[config.mk]
export PLATFORM = sky130hd
export DESIGN_NAME = ppm_top
export DESIGN_NICKNAME = d
export VERILOG_FILES = /design/src/ppm_pkg.sv /design/src/ppm_addr_step.sv /design/src/ppm_top.sv
export SDC_FILE = /design/constraint.sdc
export NUM_CORES = 1
export LEC_CHECK = 0
export ABC_AREA = 1
export CAP_MARGIN = 30
export CORE_MARGIN = 4
export CORE_UTILIZATION = 40
export CTS_CLUSTER_DIAMETER = 40
export DETAILED_ROUTE_END_ITERATION = 8
export DONT_BUFFER_PORTS = 1
export HOLD_SLACK_MARGIN = 0.12
export PLACE_DENSITY = 0.6
export REMOVE_ABC_BUFFERS = 1
export SLEW_MARGIN = 20
export SYNTH_ARGS = -nofsm -noshare
export SYNTH_HDL_FRONTEND = slang
export SYNTH_SLANG_ARGS = --single-unit
[constraint.sdc]
create_clock -name clk_i -period 3.2 [get_ports clk_i]
set_input_delay 0.64 -clock clk_i [delete_from_list [all_inputs] [get_ports clk_i]]
set_output_delay 0.64 -clock clk_i [all_outputs]
set_load 0.01 [all_outputs]
[src/ppm_pkg.sv]
package ppm_pkg;
   localparam logic [7:0] OFF_CFG = 8'h00;
   localparam logic [7:0] OFF_ADDR = 8'h04;
   localparam logic [7:0] OFF_DATA = 8'h08;
   localparam logic [7:0] OFF_STAT = 8'h0C;
   localparam logic [7:0] OFF_SLV_IN = 8'h10;
   localparam logic [7:0] OFF_SLV_OUT = 8'h14;
   localparam logic [15:0] CFG_RESET = 16'h0000;
   localparam logic [10:0] ADDR_RESET = 11'h000;
   localparam logic [3:0] SETUP_CYC_00 = 4'h1;
   localparam logic [3:0] SETUP_CYC_01 = 4'h2;
   localparam logic [3:0] SETUP_CYC_10 = 4'h3;
   localparam logic [3:0] SETUP_CYC_11 = 4'h4;

   typedef enum logic [1:0] {
      OP_LEGACY = 2'h0,
      OP_ENH = 2'h1,
      OP_MASTER2 = 2'h2,
      OP_MASTER1 = 2'h3
   } ppm_opmode_e;

   typedef enum logic [1:0] {
      STEP_HOLD = 2'h0,
      STEP_INC = 2'h1,
      STEP_DEC = 2'h2,
      STEP_BUF = 2'h3
   } ppm_step_e;

   typedef enum logic [1:0] {
      ST_IDLE = 2'h0,
      ST_SETUP = 2'h1,
      ST_STROBE = 2'h3,
      ST_HOLD = 2'h2
   } ppm_state_e;

   typedef struct packed {
      logic [2:0] rsvd;
      ppm_step_e address_step_select;
      logic wide_transfer_select;
      ppm_opmode_e port_operating_select;
      logic [1:0] data_setup_wait;
      logic [3:0] strobe_wait_count;
      logic [1:0] data_hold_wait;
   } ppm_cfg_s;

   typedef struct packed {
      logic port_chip_select;
      logic port_direction_line;
      logic port_enable_strobe;
      logic port_read_strobe;
      logic port_write_strobe;
      logic port_byte_enable;
      logic [10:0] port_address_lines;
      logic [7:0] port_data_out;
      logic port_data_oe;
   } ppm_pins_s;

   typedef struct packed {
      logic host_chip_select;
      logic host_read_strobe;
      logic host_write_strobe;
      logic [1:0] host_address;
      logic [7:0] port_data_in;
   } ppm_pin_in_s;

   function automatic logic [3:0] setup_cycles(input logic [1:0] sel);
      case (sel)
         2'h0: setup_cycles = SETUP_CYC_00;
         2'h1: setup_cycles = SETUP_CYC_01;
         2'h2: setup_cycles = SETUP_CYC_10;
         default: setup_cycles = SETUP_CYC_11;
      endcase
   endfunction : setup_cycles
endpackage : ppm_pkg

[src/ppm_addr_step.sv]
`timescale 1ns/1ps
`default_nettype none
module ppm_addr_step (
   input wire logic clk_i,
   input wire logic rst_i,
   input wire logic load_i,
   input wire logic [10:0] load_val_i,
   input wire logic step_i,
   input wire ppm_pkg::ppm_step_e sel_i,
   output logic [10:0] addr_o
);
   import ppm_pkg::*;
   logic [10:0] addr_reg;
   logic [10:0] addr_next;

   always_comb begin
      addr_next = addr_reg;
      if (load_i) begin
         addr_next = load_val_i;
      end else if (step_i) begin
         unique case (sel_i)
            STEP_INC: addr_next = addr_reg + 11'h001;
            STEP_DEC: addr_next = addr_reg - 11'h001;
            STEP_HOLD: addr_next = addr_reg;
            STEP_BUF: addr_next = addr_reg;
         endcase
      end
   end

   always_ff @(posedge clk_i) begin
      if (rst_i) begin
         addr_reg <= ADDR_RESET;
      end else begin
         addr_reg <= addr_next;
      end
   end

   assign addr_o = addr_reg;
endmodule : ppm_addr_step
`default_nettype wire

[src/ppm_top.sv]
`timescale 1ns/1ps
`default_nettype none
module ppm_top (
   input wire logic clk_i,
   input wire logic rst_i,
   input wire logic wb_cyc_i,
   input wire logic wb_stb_i,
   input wire logic wb_we_i,
   input wire logic [7:0] wb_adr_i,
   input wire logic [3:0] wb_sel_i,
   input wire logic [31:0] wb_dat_i,
   output logic [31:0] wb_dat_o,
   output logic wb_ack_o,
   input wire ppm_pkg::ppm_pin_in_s pin_i,
   output ppm_pkg::ppm_pins_s pins_o
);
   import ppm_pkg::*;

   ppm_cfg_s cfg_reg;
   ppm_cfg_s xcfg_reg;
   ppm_state_e st_reg;
   logic [3:0] cnt_reg;
   logic byte_hi_reg;
   logic is_read_reg;
   logic busy_reg;
   logic [15:0] wdata_reg;
   logic [15:0] rdata_reg;
   logic ack_reg;
   logic [31:0] dat_reg;
   logic [31:0] dat_next;
   ppm_pins_s pins_reg;
   ppm_pins_s pins_next;
   logic [3:0][7:0] in_buf_reg;
   logic [3:0][7:0] out_buf_reg;
   logic [1:0] rd_ptr_reg;
   logic [1:0] wr_ptr_reg;
   logic host_rd_prev_reg;
   logic host_wr_prev_reg;
   logic [10:0] addr_q;

   logic wb_req;
   logic is_master;
   logic start;
   logic byte_end;
   logic more;
   logic xfer_done;
   logic host_rd_end;
   logic host_wr_end;
   logic buf_step;
   logic [1:0] slv_rd_idx;
   logic [1:0] slv_wr_idx;

   assign wb_req = wb_cyc_i && wb_stb_i;
   assign is_master = cfg_reg.port_operating_select inside {OP_MASTER1, OP_MASTER2};
   // a data access in a master mode stalls the bus until the port transfer ends
   assign start = wb_req && !ack_reg && !busy_reg && is_master
                  && wb_adr_i == OFF_DATA && st_reg == ST_IDLE;
   assign byte_end = (st_reg == ST_STROBE && cnt_reg == 4'h0 && xcfg_reg.data_hold_wait == 2'h0)
                     || (st_reg == ST_HOLD && cnt_reg == 4'h0);
   assign more = xcfg_reg.wide_transfer_select && !byte_hi_reg;
   assign xfer_done = byte_end && !more;

   ppm_addr_step u_addr (
      .clk_i(clk_i),
      .rst_i(rst_i),
      .load_i(wb_req && wb_we_i && !ack_reg && wb_adr_i == OFF_ADDR && !busy_reg),
      .load_val_i(wb_dat_i[10:0]),
      .step_i(byte_end),
      .sel_i(xcfg_reg.address_step_select),
      .addr_o(addr_q)
   );

   // configuration register, byte lanes honoured
   always_ff @(posedge clk_i) begin
      if (rst_i) begin
         cfg_reg <= CFG_RESET;
      end else if (wb_req && wb_we_i && !ack_reg && wb_adr_i == OFF_CFG) begin
         if (wb_sel_i[0]) begin
            cfg_reg[7:0] <= wb_dat_i[7:0];
         end
         if (wb_sel_i[1]) begin
            cfg_reg[15:8] <= {3'h0, wb_dat_i[12:8]};
         end
      end
   end

   // transfer sequencer; wait fields are latched, so a config write mid-transfer keeps the timing; one to a slave mode drops chip select and strobes
   always_ff @(posedge clk_i) begin
      if (rst_i) begin
         st_reg <= ST_IDLE;
         cnt_reg <= 4'h0;
         xcfg_reg <= CFG_RESET;
         byte_hi_reg <= 1'b0;
         is_read_reg <= 1'b0;
         wdata_reg <= 16'h0000;
         busy_reg <= 1'b0;
      end else begin
         unique case (st_reg)
            ST_IDLE: begin
               if (start) begin
                  st_reg <= ST_SETUP;
                  xcfg_reg <= cfg_reg;
                  cnt_reg <= setup_cycles(cfg_reg.data_setup_wait) - 4'h1;
                  byte_hi_reg <= 1'b0;
                  is_read_reg <= !wb_we_i;
                  wdata_reg <= wb_dat_i[15:0];
                  busy_reg <= 1'b1;
               end
            end
            ST_SETUP: begin
               if (cnt_reg == 4'h0) begin
                  st_reg <= ST_STROBE;
                  cnt_reg <= xcfg_reg.strobe_wait_count;
               end else begin
                  cnt_reg <= cnt_reg - 4'h1;
               end
            end
            ST_STROBE: begin
               if (cnt_reg != 4'h0) begin
                  cnt_reg <= cnt_reg - 4'h1;
               end else if (xcfg_reg.data_hold_wait != 2'h0) begin
                  st_reg <= ST_HOLD;
                  cnt_reg <= {2'h0, xcfg_reg.data_hold_wait} - 4'h1;
               end
            end
            ST_HOLD: begin
               if (cnt_reg != 4'h0) begin
                  cnt_reg <= cnt_reg - 4'h1;
               end
            end
         endcase
         if (byte_end) begin
            if (more) begin
               st_reg <= ST_SETUP;
               byte_hi_reg <= 1'b1;
               cnt_reg <= setup_cycles(xcfg_reg.data_setup_wait) - 4'h1;
            end else begin
               st_reg <= ST_IDLE;
               busy_reg <= 1'b0;
            end
         end
      end
   end

   // read byte captured at the last strobe cycle, low byte first
   always_ff @(posedge clk_i) begin
      if (rst_i) begin
         rdata_reg <= 16'h0000;
      end else if (st_reg == ST_STROBE && cnt_reg == 4'h0 && is_read_reg) begin
         if (byte_hi_reg) begin
            rdata_reg[15:8] <= pin_i.port_data_in;
         end else begin
            rdata_reg[7:0] <= pin_i.port_data_in;
         end
      end
   end

   // slave side: host strobes are active high, actions on their falling edge
   assign host_rd_end = host_rd_prev_reg && !pin_i.host_read_strobe && pin_i.host_chip_select;
   assign host_wr_end = host_wr_prev_reg && !pin_i.host_write_strobe && pin_i.host_chip_select;
   assign buf_step = cfg_reg.port_operating_select == OP_LEGACY
                     && cfg_reg.address_step_select == STEP_BUF;
   assign slv_rd_idx = (cfg_reg.port_operating_select == OP_ENH) ? pin_i.host_address
                                                                 : rd_ptr_reg;
   assign slv_wr_idx = (cfg_reg.port_operating_select == OP_ENH) ? pin_i.host_address
                                                                 : wr_ptr_reg;

   always_ff @(posedge clk_i) begin
      if (rst_i) begin
         host_rd_prev_reg <= 1'b0;
         host_wr_prev_reg <= 1'b0;
         rd_ptr_reg <= 2'h0;
         wr_ptr_reg <= 2'h0;
      end else begin
         host_rd_prev_reg <= pin_i.host_read_strobe;
         host_wr_prev_reg <= pin_i.host_write_strobe;
         if (!buf_step) begin
            rd_ptr_reg <= 2'h0;
            wr_ptr_reg <= 2'h0;
         end else begin
            if (host_rd_end) begin
               rd_ptr_reg <= rd_ptr_reg + 2'h1;
            end
            if (host_wr_end) begin
               wr_ptr_reg <= wr_ptr_reg + 2'h1;
            end
         end
      end
   end

   genvar g;
   generate
      for (g = 0; g < 4; g++) begin : g_lane
         always_ff @(posedge clk_i) begin
            if (rst_i) begin
               in_buf_reg[g] <= 8'h00;
               out_buf_reg[g] <= 8'h00;
            end else begin
               if (host_wr_end && !is_master && slv_wr_idx == g) begin
                  in_buf_reg[g] <= pin_i.port_data_in;
               end
               if (wb_req && wb_we_i && !ack_reg && wb_adr_i == OFF_SLV_OUT && wb_sel_i[g]) begin
                  out_buf_reg[g] <= wb_dat_i[8*g +: 8];
               end
            end
         end
      end
   endgenerate

   // pin decode, registered one cycle later so every pin leaves a flip-flop
   always_comb begin
      pins_next = '0;
      pins_next.port_address_lines = addr_q;
      if (is_master && busy_reg) begin
         pins_next.port_chip_select = 1'b1;
         pins_next.port_byte_enable = xcfg_reg.wide_transfer_select && st_reg == ST_STROBE;
         pins_next.port_data_out = byte_hi_reg ? wdata_reg[15:8] : wdata_reg[7:0];
         pins_next.port_data_oe = !is_read_reg;
         if (xcfg_reg.port_operating_select == OP_MASTER1) begin
            pins_next.port_direction_line = is_read_reg;
            pins_next.port_enable_strobe = st_reg == ST_STROBE;
         end else begin
            pins_next.port_read_strobe = is_read_reg && st_reg == ST_STROBE;
            pins_next.port_write_strobe = !is_read_reg && st_reg == ST_STROBE;
         end
      end else if (!is_master) begin
         pins_next.port_data_out = out_buf_reg[slv_rd_idx];
         pins_next.port_data_oe = pin_i.host_chip_select && pin_i.host_read_strobe;
      end
   end

   always_ff @(posedge clk_i) begin
      if (rst_i) begin
         pins_reg <= '0;
      end else begin
         pins_reg <= pins_next;
      end
   end

   // wishbone answer: one cycle for registers, end of transfer for master data
   always_comb begin
      unique case (wb_adr_i)
         OFF_CFG: dat_next = {16'h0000, cfg_reg};
         OFF_ADDR: dat_next = {21'h000000, addr_q};
         OFF_DATA: dat_next = {16'h0000, rdata_reg};
         OFF_STAT: dat_next = {27'h0000000, rd_ptr_reg, wr_ptr_reg, busy_reg};
         OFF_SLV_IN: dat_next = in_buf_reg;
         OFF_SLV_OUT: dat_next = out_buf_reg;
         default: dat_next = 32'h00000000;
      endcase
   end

   always_ff @(posedge clk_i) begin
      if (rst_i) begin
         ack_reg <= 1'b0;
         dat_reg <= 32'h00000000;
      end else if (ack_reg) begin
         ack_reg <= 1'b0;
      end else if (wb_req && is_master && wb_adr_i == OFF_DATA) begin
         ack_reg <= xfer_done;
         if (xfer_done && is_read_reg) begin
            if (st_reg == ST_HOLD) begin
               dat_reg <= byte_hi_reg ? {16'h0000, rdata_reg} : {24'h000000, rdata_reg[7:0]};
            end else if (!byte_hi_reg) begin
               dat_reg <= {24'h000000, pin_i.port_data_in};
            end else begin
               dat_reg <= {16'h0000, pin_i.port_data_in, rdata_reg[7:0]};
            end
         end
      end else if (wb_req) begin
         ack_reg <= 1'b1;
         dat_reg <= dat_next;
      end
   end

   assign wb_ack_o = ack_reg;
   assign wb_dat_o = dat_reg;
   assign pins_o = pins_reg;

   // checking helpers
   logic [4:0] strobe_len;
   logic [2:0] hold_len;
   logic [1:0] bytes_len;
   always_ff @(posedge clk_i) begin
      if (rst_i) begin
         strobe_len <= 5'h00;
         hold_len <= 3'h0;
         bytes_len <= 2'h0;
      end else begin
         strobe_len <= (st_reg == ST_STROBE) ? strobe_len + 5'h01 : 5'h00;
         hold_len <= (st_reg == ST_HOLD) ? hold_len + 3'h1 : 3'h0;
         if (start) begin
            bytes_len <= 2'h0;
         end else if (byte_end) begin
            bytes_len <= bytes_len + 2'h1;
         end
      end
   end
endmodule : ppm_top
`default_nettype wire

* Yosys cells after proc, flatten, opt, wreduce, memory -nomap -nowiden
Index checks and enable logic that the tools add are counted.
** Storage, ports and cells
- Bits of input ports :: 62
- Bits in writable memories :: 0
- Output and inout port bits :: 59
- Word-level logic and storage cells :: 219
- Memories kept :: 0
- Memory bits (read-only) :: 0
- Latch bits :: 0
- Register bits :: 207
** Cells by class
- $mul :: 0
- Equality and inequality tests :: 29
- Order comparisons :: 1
- Add/sub/neg operators :: 8
- Reduce and logical (&&, ||, !) cells :: 79
- Shift operators :: 0
- Divide/modulo/power cells :: 0
- Bitwise gates (word level) :: 5
- Mux-type cells :: 53
** Operators with widths (number)
- $pmux 32 s6 :: 1
- $mux 32 :: 3
- $mux 4 :: 13
- $mux 16 :: 3
- $logic_and 1x1->1 :: 40
- $eq 2x2->1 const B :: 12
- $mux 11 :: 2
- $pmux 11 s2 :: 1
- $mux 2 :: 9
- $mux 9 :: 2
- $pmux 3 s3 :: 2
- $bmux 8 s2 :: 1
- $eq 8x4->1 const B :: 2
- $eq 8x5->1 const B :: 2
- $mux 8 :: 2
- $pmux 4 s4 :: 1
- $logic_not 2->1 :: 7
- $eq 2x1->1 const B :: 6
- $reduce_and 2->1 :: 6
- $sub 4x1->4 const B :: 3
- $add 11x1->11 const B :: 1
- $mux 1 :: 11
- $sub 11x1->11 const B :: 1
- $logic_not 1->1 :: 9
- other kinds (19) :: 35

* Longest topological paths before layout
- Depth after elaboration :: 14
- Depth in mapped cells :: 15

* By module
A second synthesis with hierarchy kept.
** Unflattened totals
- Cells, all modules :: 1515
- Area, all modules :: 10191.0 µm²
** By module, submodules not included
- ppm_top :: times used 1, cells an instance 1319, seq. area each 3923.8 µm², area an instance 8997.4 µm²
- ppm_addr_step :: times used 1, cells an instance 196, seq. area each 220.2 µm², area an instance 1193.6 µm²

* Least setup slack after synthesis
No wires, ideal clock.
- Path type :: input to register
- From :: in wb_adr_i[1]
- To :: reg cfg_reg[0] (netlist name)
- Stages on the path :: 9
- Buffers on the path :: 1
- Library setup time :: 119 ps
- Required time :: 3081 ps
- Data arrival time :: 1788 ps
- Path slack :: 1293 ps
- Cell sequence :: nor2_1 nand2_1 nor2_2 nand2_1 inv_1 nand3_1 buf_2 o21ai_0 a21oi_1
** On the way
- Cells in the longest elaborated chain, start to end :: 3
** Ends and longest elaborated chain
- start: declaration :: line ppm_top.sv:9 : input wire logic [7:0] wb_adr_i,
- $logic_not 8->1 :: line ppm_top.sv:77 : end else if (wb_req && wb_we_i && !ack_reg && wb_adr_i == OFF_CFG) begin
- $logic_and 1x1->1 :: line ppm_top.sv:77
- $reduce_and 2->1 (no line)
- end: declaration :: line ppm_top.sv:19 : ppm_cfg_s cfg_reg;
Every way passes these cells.
A chain may end at the register's enable or synchronous reset.

* Worst setup path in the final report
- From :: reg cnt_reg[0]
- To :: reg dat_reg[18], in the netlist wb_dat_o[18]
** On the way
- Cells in the longest elaborated chain, start to end :: 8
- Elaborated cells on any way between the ends :: 9
- Those cells by class :: eq/ne (1); reduce/logical (8)
** Ends and longest elaborated chain
- start: declaration :: line ppm_top.sv:22 : logic [3:0] cnt_reg;
- start signal: assignment :: line ppm_top.sv:103 : cnt_reg <= setup_cycles(cfg_reg.data_setup_wait) - 4'h1;
- start signal: assignment :: line ppm_top.sv:113 : cnt_reg <= xcfg_reg.strobe_wait_count;
- start signal: assignment :: line ppm_top.sv:115 : cnt_reg <= cnt_reg - 4'h1;
- $logic_not 4->1 * :: line ppm_top.sv:58, ppm_top.sv:59
- $logic_and 1x1->1 (2 in series) :: line ppm_top.sv:58 : assign byte_end = (st_reg == ST_STROBE && cnt_reg == 4'h0 && xcfg_reg.data_hold_wait == 2'h0)
- $logic_or 1x1->1 * :: line ppm_top.sv:59 : || (st_reg == ST_HOLD && cnt_reg == 4'h0);
- $logic_and 1x1->1 * :: line ppm_top.sv:61 : assign xfer_done = byte_end && !more;
- $logic_and 1x1->1 * :: line ppm_top.sv:261 : if (xfer_done && is_read_reg) begin
- $ne 2x1->1 (no line) *
- $reduce_and 3->1 (no line) *
- end signal: assignment :: line ppm_top.sv:263 : dat_reg <= byte_hi_reg ? {16'h0000, rdata_reg} : {24'h000000, rdata_reg[7:0]};
- end signal: assignment :: line ppm_top.sv:265 : dat_reg <= {24'h000000, pin_i.port_data_in};
- end signal: assignment :: line ppm_top.sv:267 : dat_reg <= {16'h0000, pin_i.port_data_in, rdata_reg[7:0]};
- end: declaration :: line ppm_top.sv:29 : logic [31:0] dat_reg;
Every way passes the cells marked *; elsewhere a longest branch is shown, timed or not.

==> metrics.yaml <==
final_layout:
  drive_above_1_share: 0.0713
  synthToLayoutAreaGrowth_pct: 15.3
  multiInputGateArea_mm2: 0.00464
  layout.area.seq_mm2: 0.00414
  layout.nets: 1463
  antenna-diode-count: 0
  fill_cell_total_of_the_finished_layout: 2461
  mostFrequentLayoutCell: "sky130_fd_sc_hd__nand2_1"
  layout.cells.most_common_list: "266 x sky130_fd_sc_hd__nand2_1, 207 x sky130_fd_sc_hd__dfxtp_1, 195 x sky130_fd_sc_hd__o21ai_0, 159 x sky130_fd_sc_hd__inv_1, 145 x sky130_fd_sc_hd__nor2_1"
floorplanning:
  initial_core_util: 0.410
  die-area_mm2: 0.0268
  fp.coreArea_mm2: 0.0237
  die-width_um: 164
  rows: 56
  fp.dieH_um: 164
  io-pin-count: 121
timing:
  setup_violations: 0
  finalHoldViolCount: 0
  rsz_0062_raised_after_global_routing: "false"
  fin_setup_tns_ps: 0
  maxSlewViolCount: 0
  final_period_minus_worst_setup_slack_ps: 2510
  fmax_mhz: 399
  final.setup_skew_ps: 15.7
  min_period_over_period: 0.783
  relSlewSlack: 0.410
  worst_pin_slew_ps: 881
routing:
  num_vias: 9328
  firstDrtPassIters: 8
  met3_wirelength_um: 2940
  viasPerCell: 5.38
  top_layer: "met5"
  dr_wl_met2_um: 14100
  drt-total-wl_um: 31900
  dr.first_iter.drc_count: 843
  avgRoutedWirePerCell_um: 18.4
  detailed_route_wire_length_on_metal_1_um: 13800
  remaining_drc_errors: 0
  ant_nets: 0
cts:
  cts-buffers-inserted: 37
  cts.htree.levels: 2
  clock_tree.root_cell: "sky130_fd_sc_hd__clkbuf_16"
  cts_tree: "yes"
  max_root_sink_buffers: 3
  clk_transition_reported_paths_ps: 50
  cts.hold.buffers_added: 0
  post_cts.resized_instances: 0
  worstSkewPairLatency_ps: 510
  cts_post_setup_buffers_inserted: 0
  cts_num_sinks: 207
critical_path:
  timing.setup.critical_path_class: "reg -> reg"
  timing.reg2reg.setup_slack_ps: 690
  cpMaxStageDelayCell: "sky130_fd_sc_hd__inv_2"
  max_stage_delay_ps: 470
  timing.critical_path.from_type: "flop"
  arrival_ps: 2950
  critical-path-top-cell-by-count: "sky130_fd_sc_hd__nand2_1"
  cp_cell_sequence: "inv_1 > ha_1 > nand2_2 > nor2_4 > nand2_1 > nor2_1 > nand3_1 > nand2_1 > nand3_2 > inv_2 > nand2_1 > a21oi_1"
  crit_required_ps: 3650
  worst_setup_path_end_kind: "flop"
  cp_max_fo: 32
logic_synthesis:
  synth_cell_type_count: 41
  mappedNetlistArea_mm2: 0.00970
  yosysWarningCount: 0
  synthArstFlopShare: 0
  synth-seq-cells: 207
  area_contributors_post_synth: "sky130_fd_sc_hd__dfxtp_1 43%, sky130_fd_sc_hd__nand2_1 10%, sky130_fd_sc_hd__o21ai_0 10%"
  synth_largest_area_cell: "sky130_fd_sc_hd__dfxtp_1"
  cells_after_synthesis: 1400
  synth_top_area_share: 0.427
  synth_edf_count: 0
  synth.yosys.seq_area_share: 0.427
  syn_avg_cell_area_um2: 6.93
  ys.flop_type: "sky130_fd_sc_hd__dfxtp_1"
power_and_ir_drop:
  p_leak_uw: 0.00437
  vdd_ir_drop_max_uv: 306
  power_per_cell_area_mw_per_mm2: 599
  fin_total_pwr_uw: 6700
global_routing:
  grt_first_pass_wirelength_um: 49000
  first_global_vias: 8743
  initial_antenna_violation_count: 2
  pin_count_of_the_biggest_net_entering_global_routing: 89
  global_route.usage.total: 0.234
  gr-total-overflow: 0
worst_hold_path:
  class_of_the_tightest_hold_or_removal_check: "in -> reg"
placed_design:
  gpl.final_weighted_congestion: 0.919
  placement.io_buffers: 0
  dp.final_hpwl_um: 22900
flow_run:
  drv_cap: 0
outcome:
  outcome: "finished clean"
==> worst max-delay path: cells and delay by family, from the launching register on <==
family	cells	cell delay [ps]
flops	1	340
simple gates	8	1150
buf+inv	2	560
compound gates	1	140
fa+ha+maj	1	220
==> synthesized netlist by cell type, types with 5 or more instances <==
master                     number
sky130_fd_sc_hd__xor2_1         5
sky130_fd_sc_hd__inv_1        160
sky130_fd_sc_hd__buf_4          7
sky130_fd_sc_hd__buf_2         19
sky130_fd_sc_hd__o211ai_1       9
sky130_fd_sc_hd__mux2i_1        6
sky130_fd_sc_hd__o22ai_1        6
sky130_fd_sc_hd__o21ai_0      195
sky130_fd_sc_hd__nand3_1      113
sky130_fd_sc_hd__a21oi_1      140
sky130_fd_sc_hd__nor2_1       145
sky130_fd_sc_hd__ha_1          10
sky130_fd_sc_hd__nand4_1       10
sky130_fd_sc_hd__dfxtp_1      207
sky130_fd_sc_hd__inv_2          8
sky130_fd_sc_hd__a22o_1         8
sky130_fd_sc_hd__nand2_1      266
sky130_fd_sc_hd__clkbuf_1      31
sky130_fd_sc_hd__nor3_1        10
sky130_fd_sc_hd__a31oi_1        5
==> final timing paths <==
| path | depth (start not counted) | start | to |
|---|---|---|---|
| max | 12 | cnt_reg[0] | wb_dat_o[18] |
| min | 1 | rst_i | u_addr.addr_o[6] |
| max reg2reg | 12 | cnt_reg[0] | wb_dat_o[18] |
| min reg2reg | 2 | in_buf_reg[1] | in_buf_reg[1] |
==> area by class of cell <==
| cell class | count | share of cell area |
|---|---|---|
| clock buffers | 49 | 0.0951 |
| clock inverters | 15 | 0.0171 |
| inverters | 169 | 0.0567 |
| multi-input cells | 962 | 0.414 |
| flip-flops and latches | 207 | 0.370 |
| well taps | 319 | 0.0357 |
| repair buffers | 14 | 0.0105 |
==> power by group <==
group / internal, µW / switching, µW / total (µW)
sequential: 2600 / 18.0 / 2620
clock: 2640 / 1300 / 3940
combinational: 36.9 / 104 / 141
total: 5280 / 1420 / 6700
==> metal layers <==
layer	vias up	track usage
met5	-	0
met4	4	0.0850
met3	66	0.0635
met2	343	0.365
met1	4321	0.313
li1	4594	-
==> cell families (layout without fill, tap and decap cells) <==
kind of cell	count (synthesis)	in the layout	share of synthesized area
buffers and inverters	231	247	0.0947
AOI/OAI and AO/OA	375	375	0.204
and+or+nand+nor	565	565	0.250
muxes	6	6	0.00619
adders and majority gates	10	10	0.0129
DFF	207	207	0.427
xor gates and xnor gates	6	6	0.00542
==> metrics by stage <==
step	worst slack (ps)	cell area (µm²)	utilization	std cells	hold WS, ps
floorplan	171	9420	-	1338	426
global placement	619	9930	0.419	1671	435
detailed placement	577	9930	0.419	1671	441
CTS	689	11200	0.472	1735	196
global route	325	11200	0.472	1735	203
finish	694	11200	0.472	1735	215
Note: power is estimated with default switching activity, not from simulation.
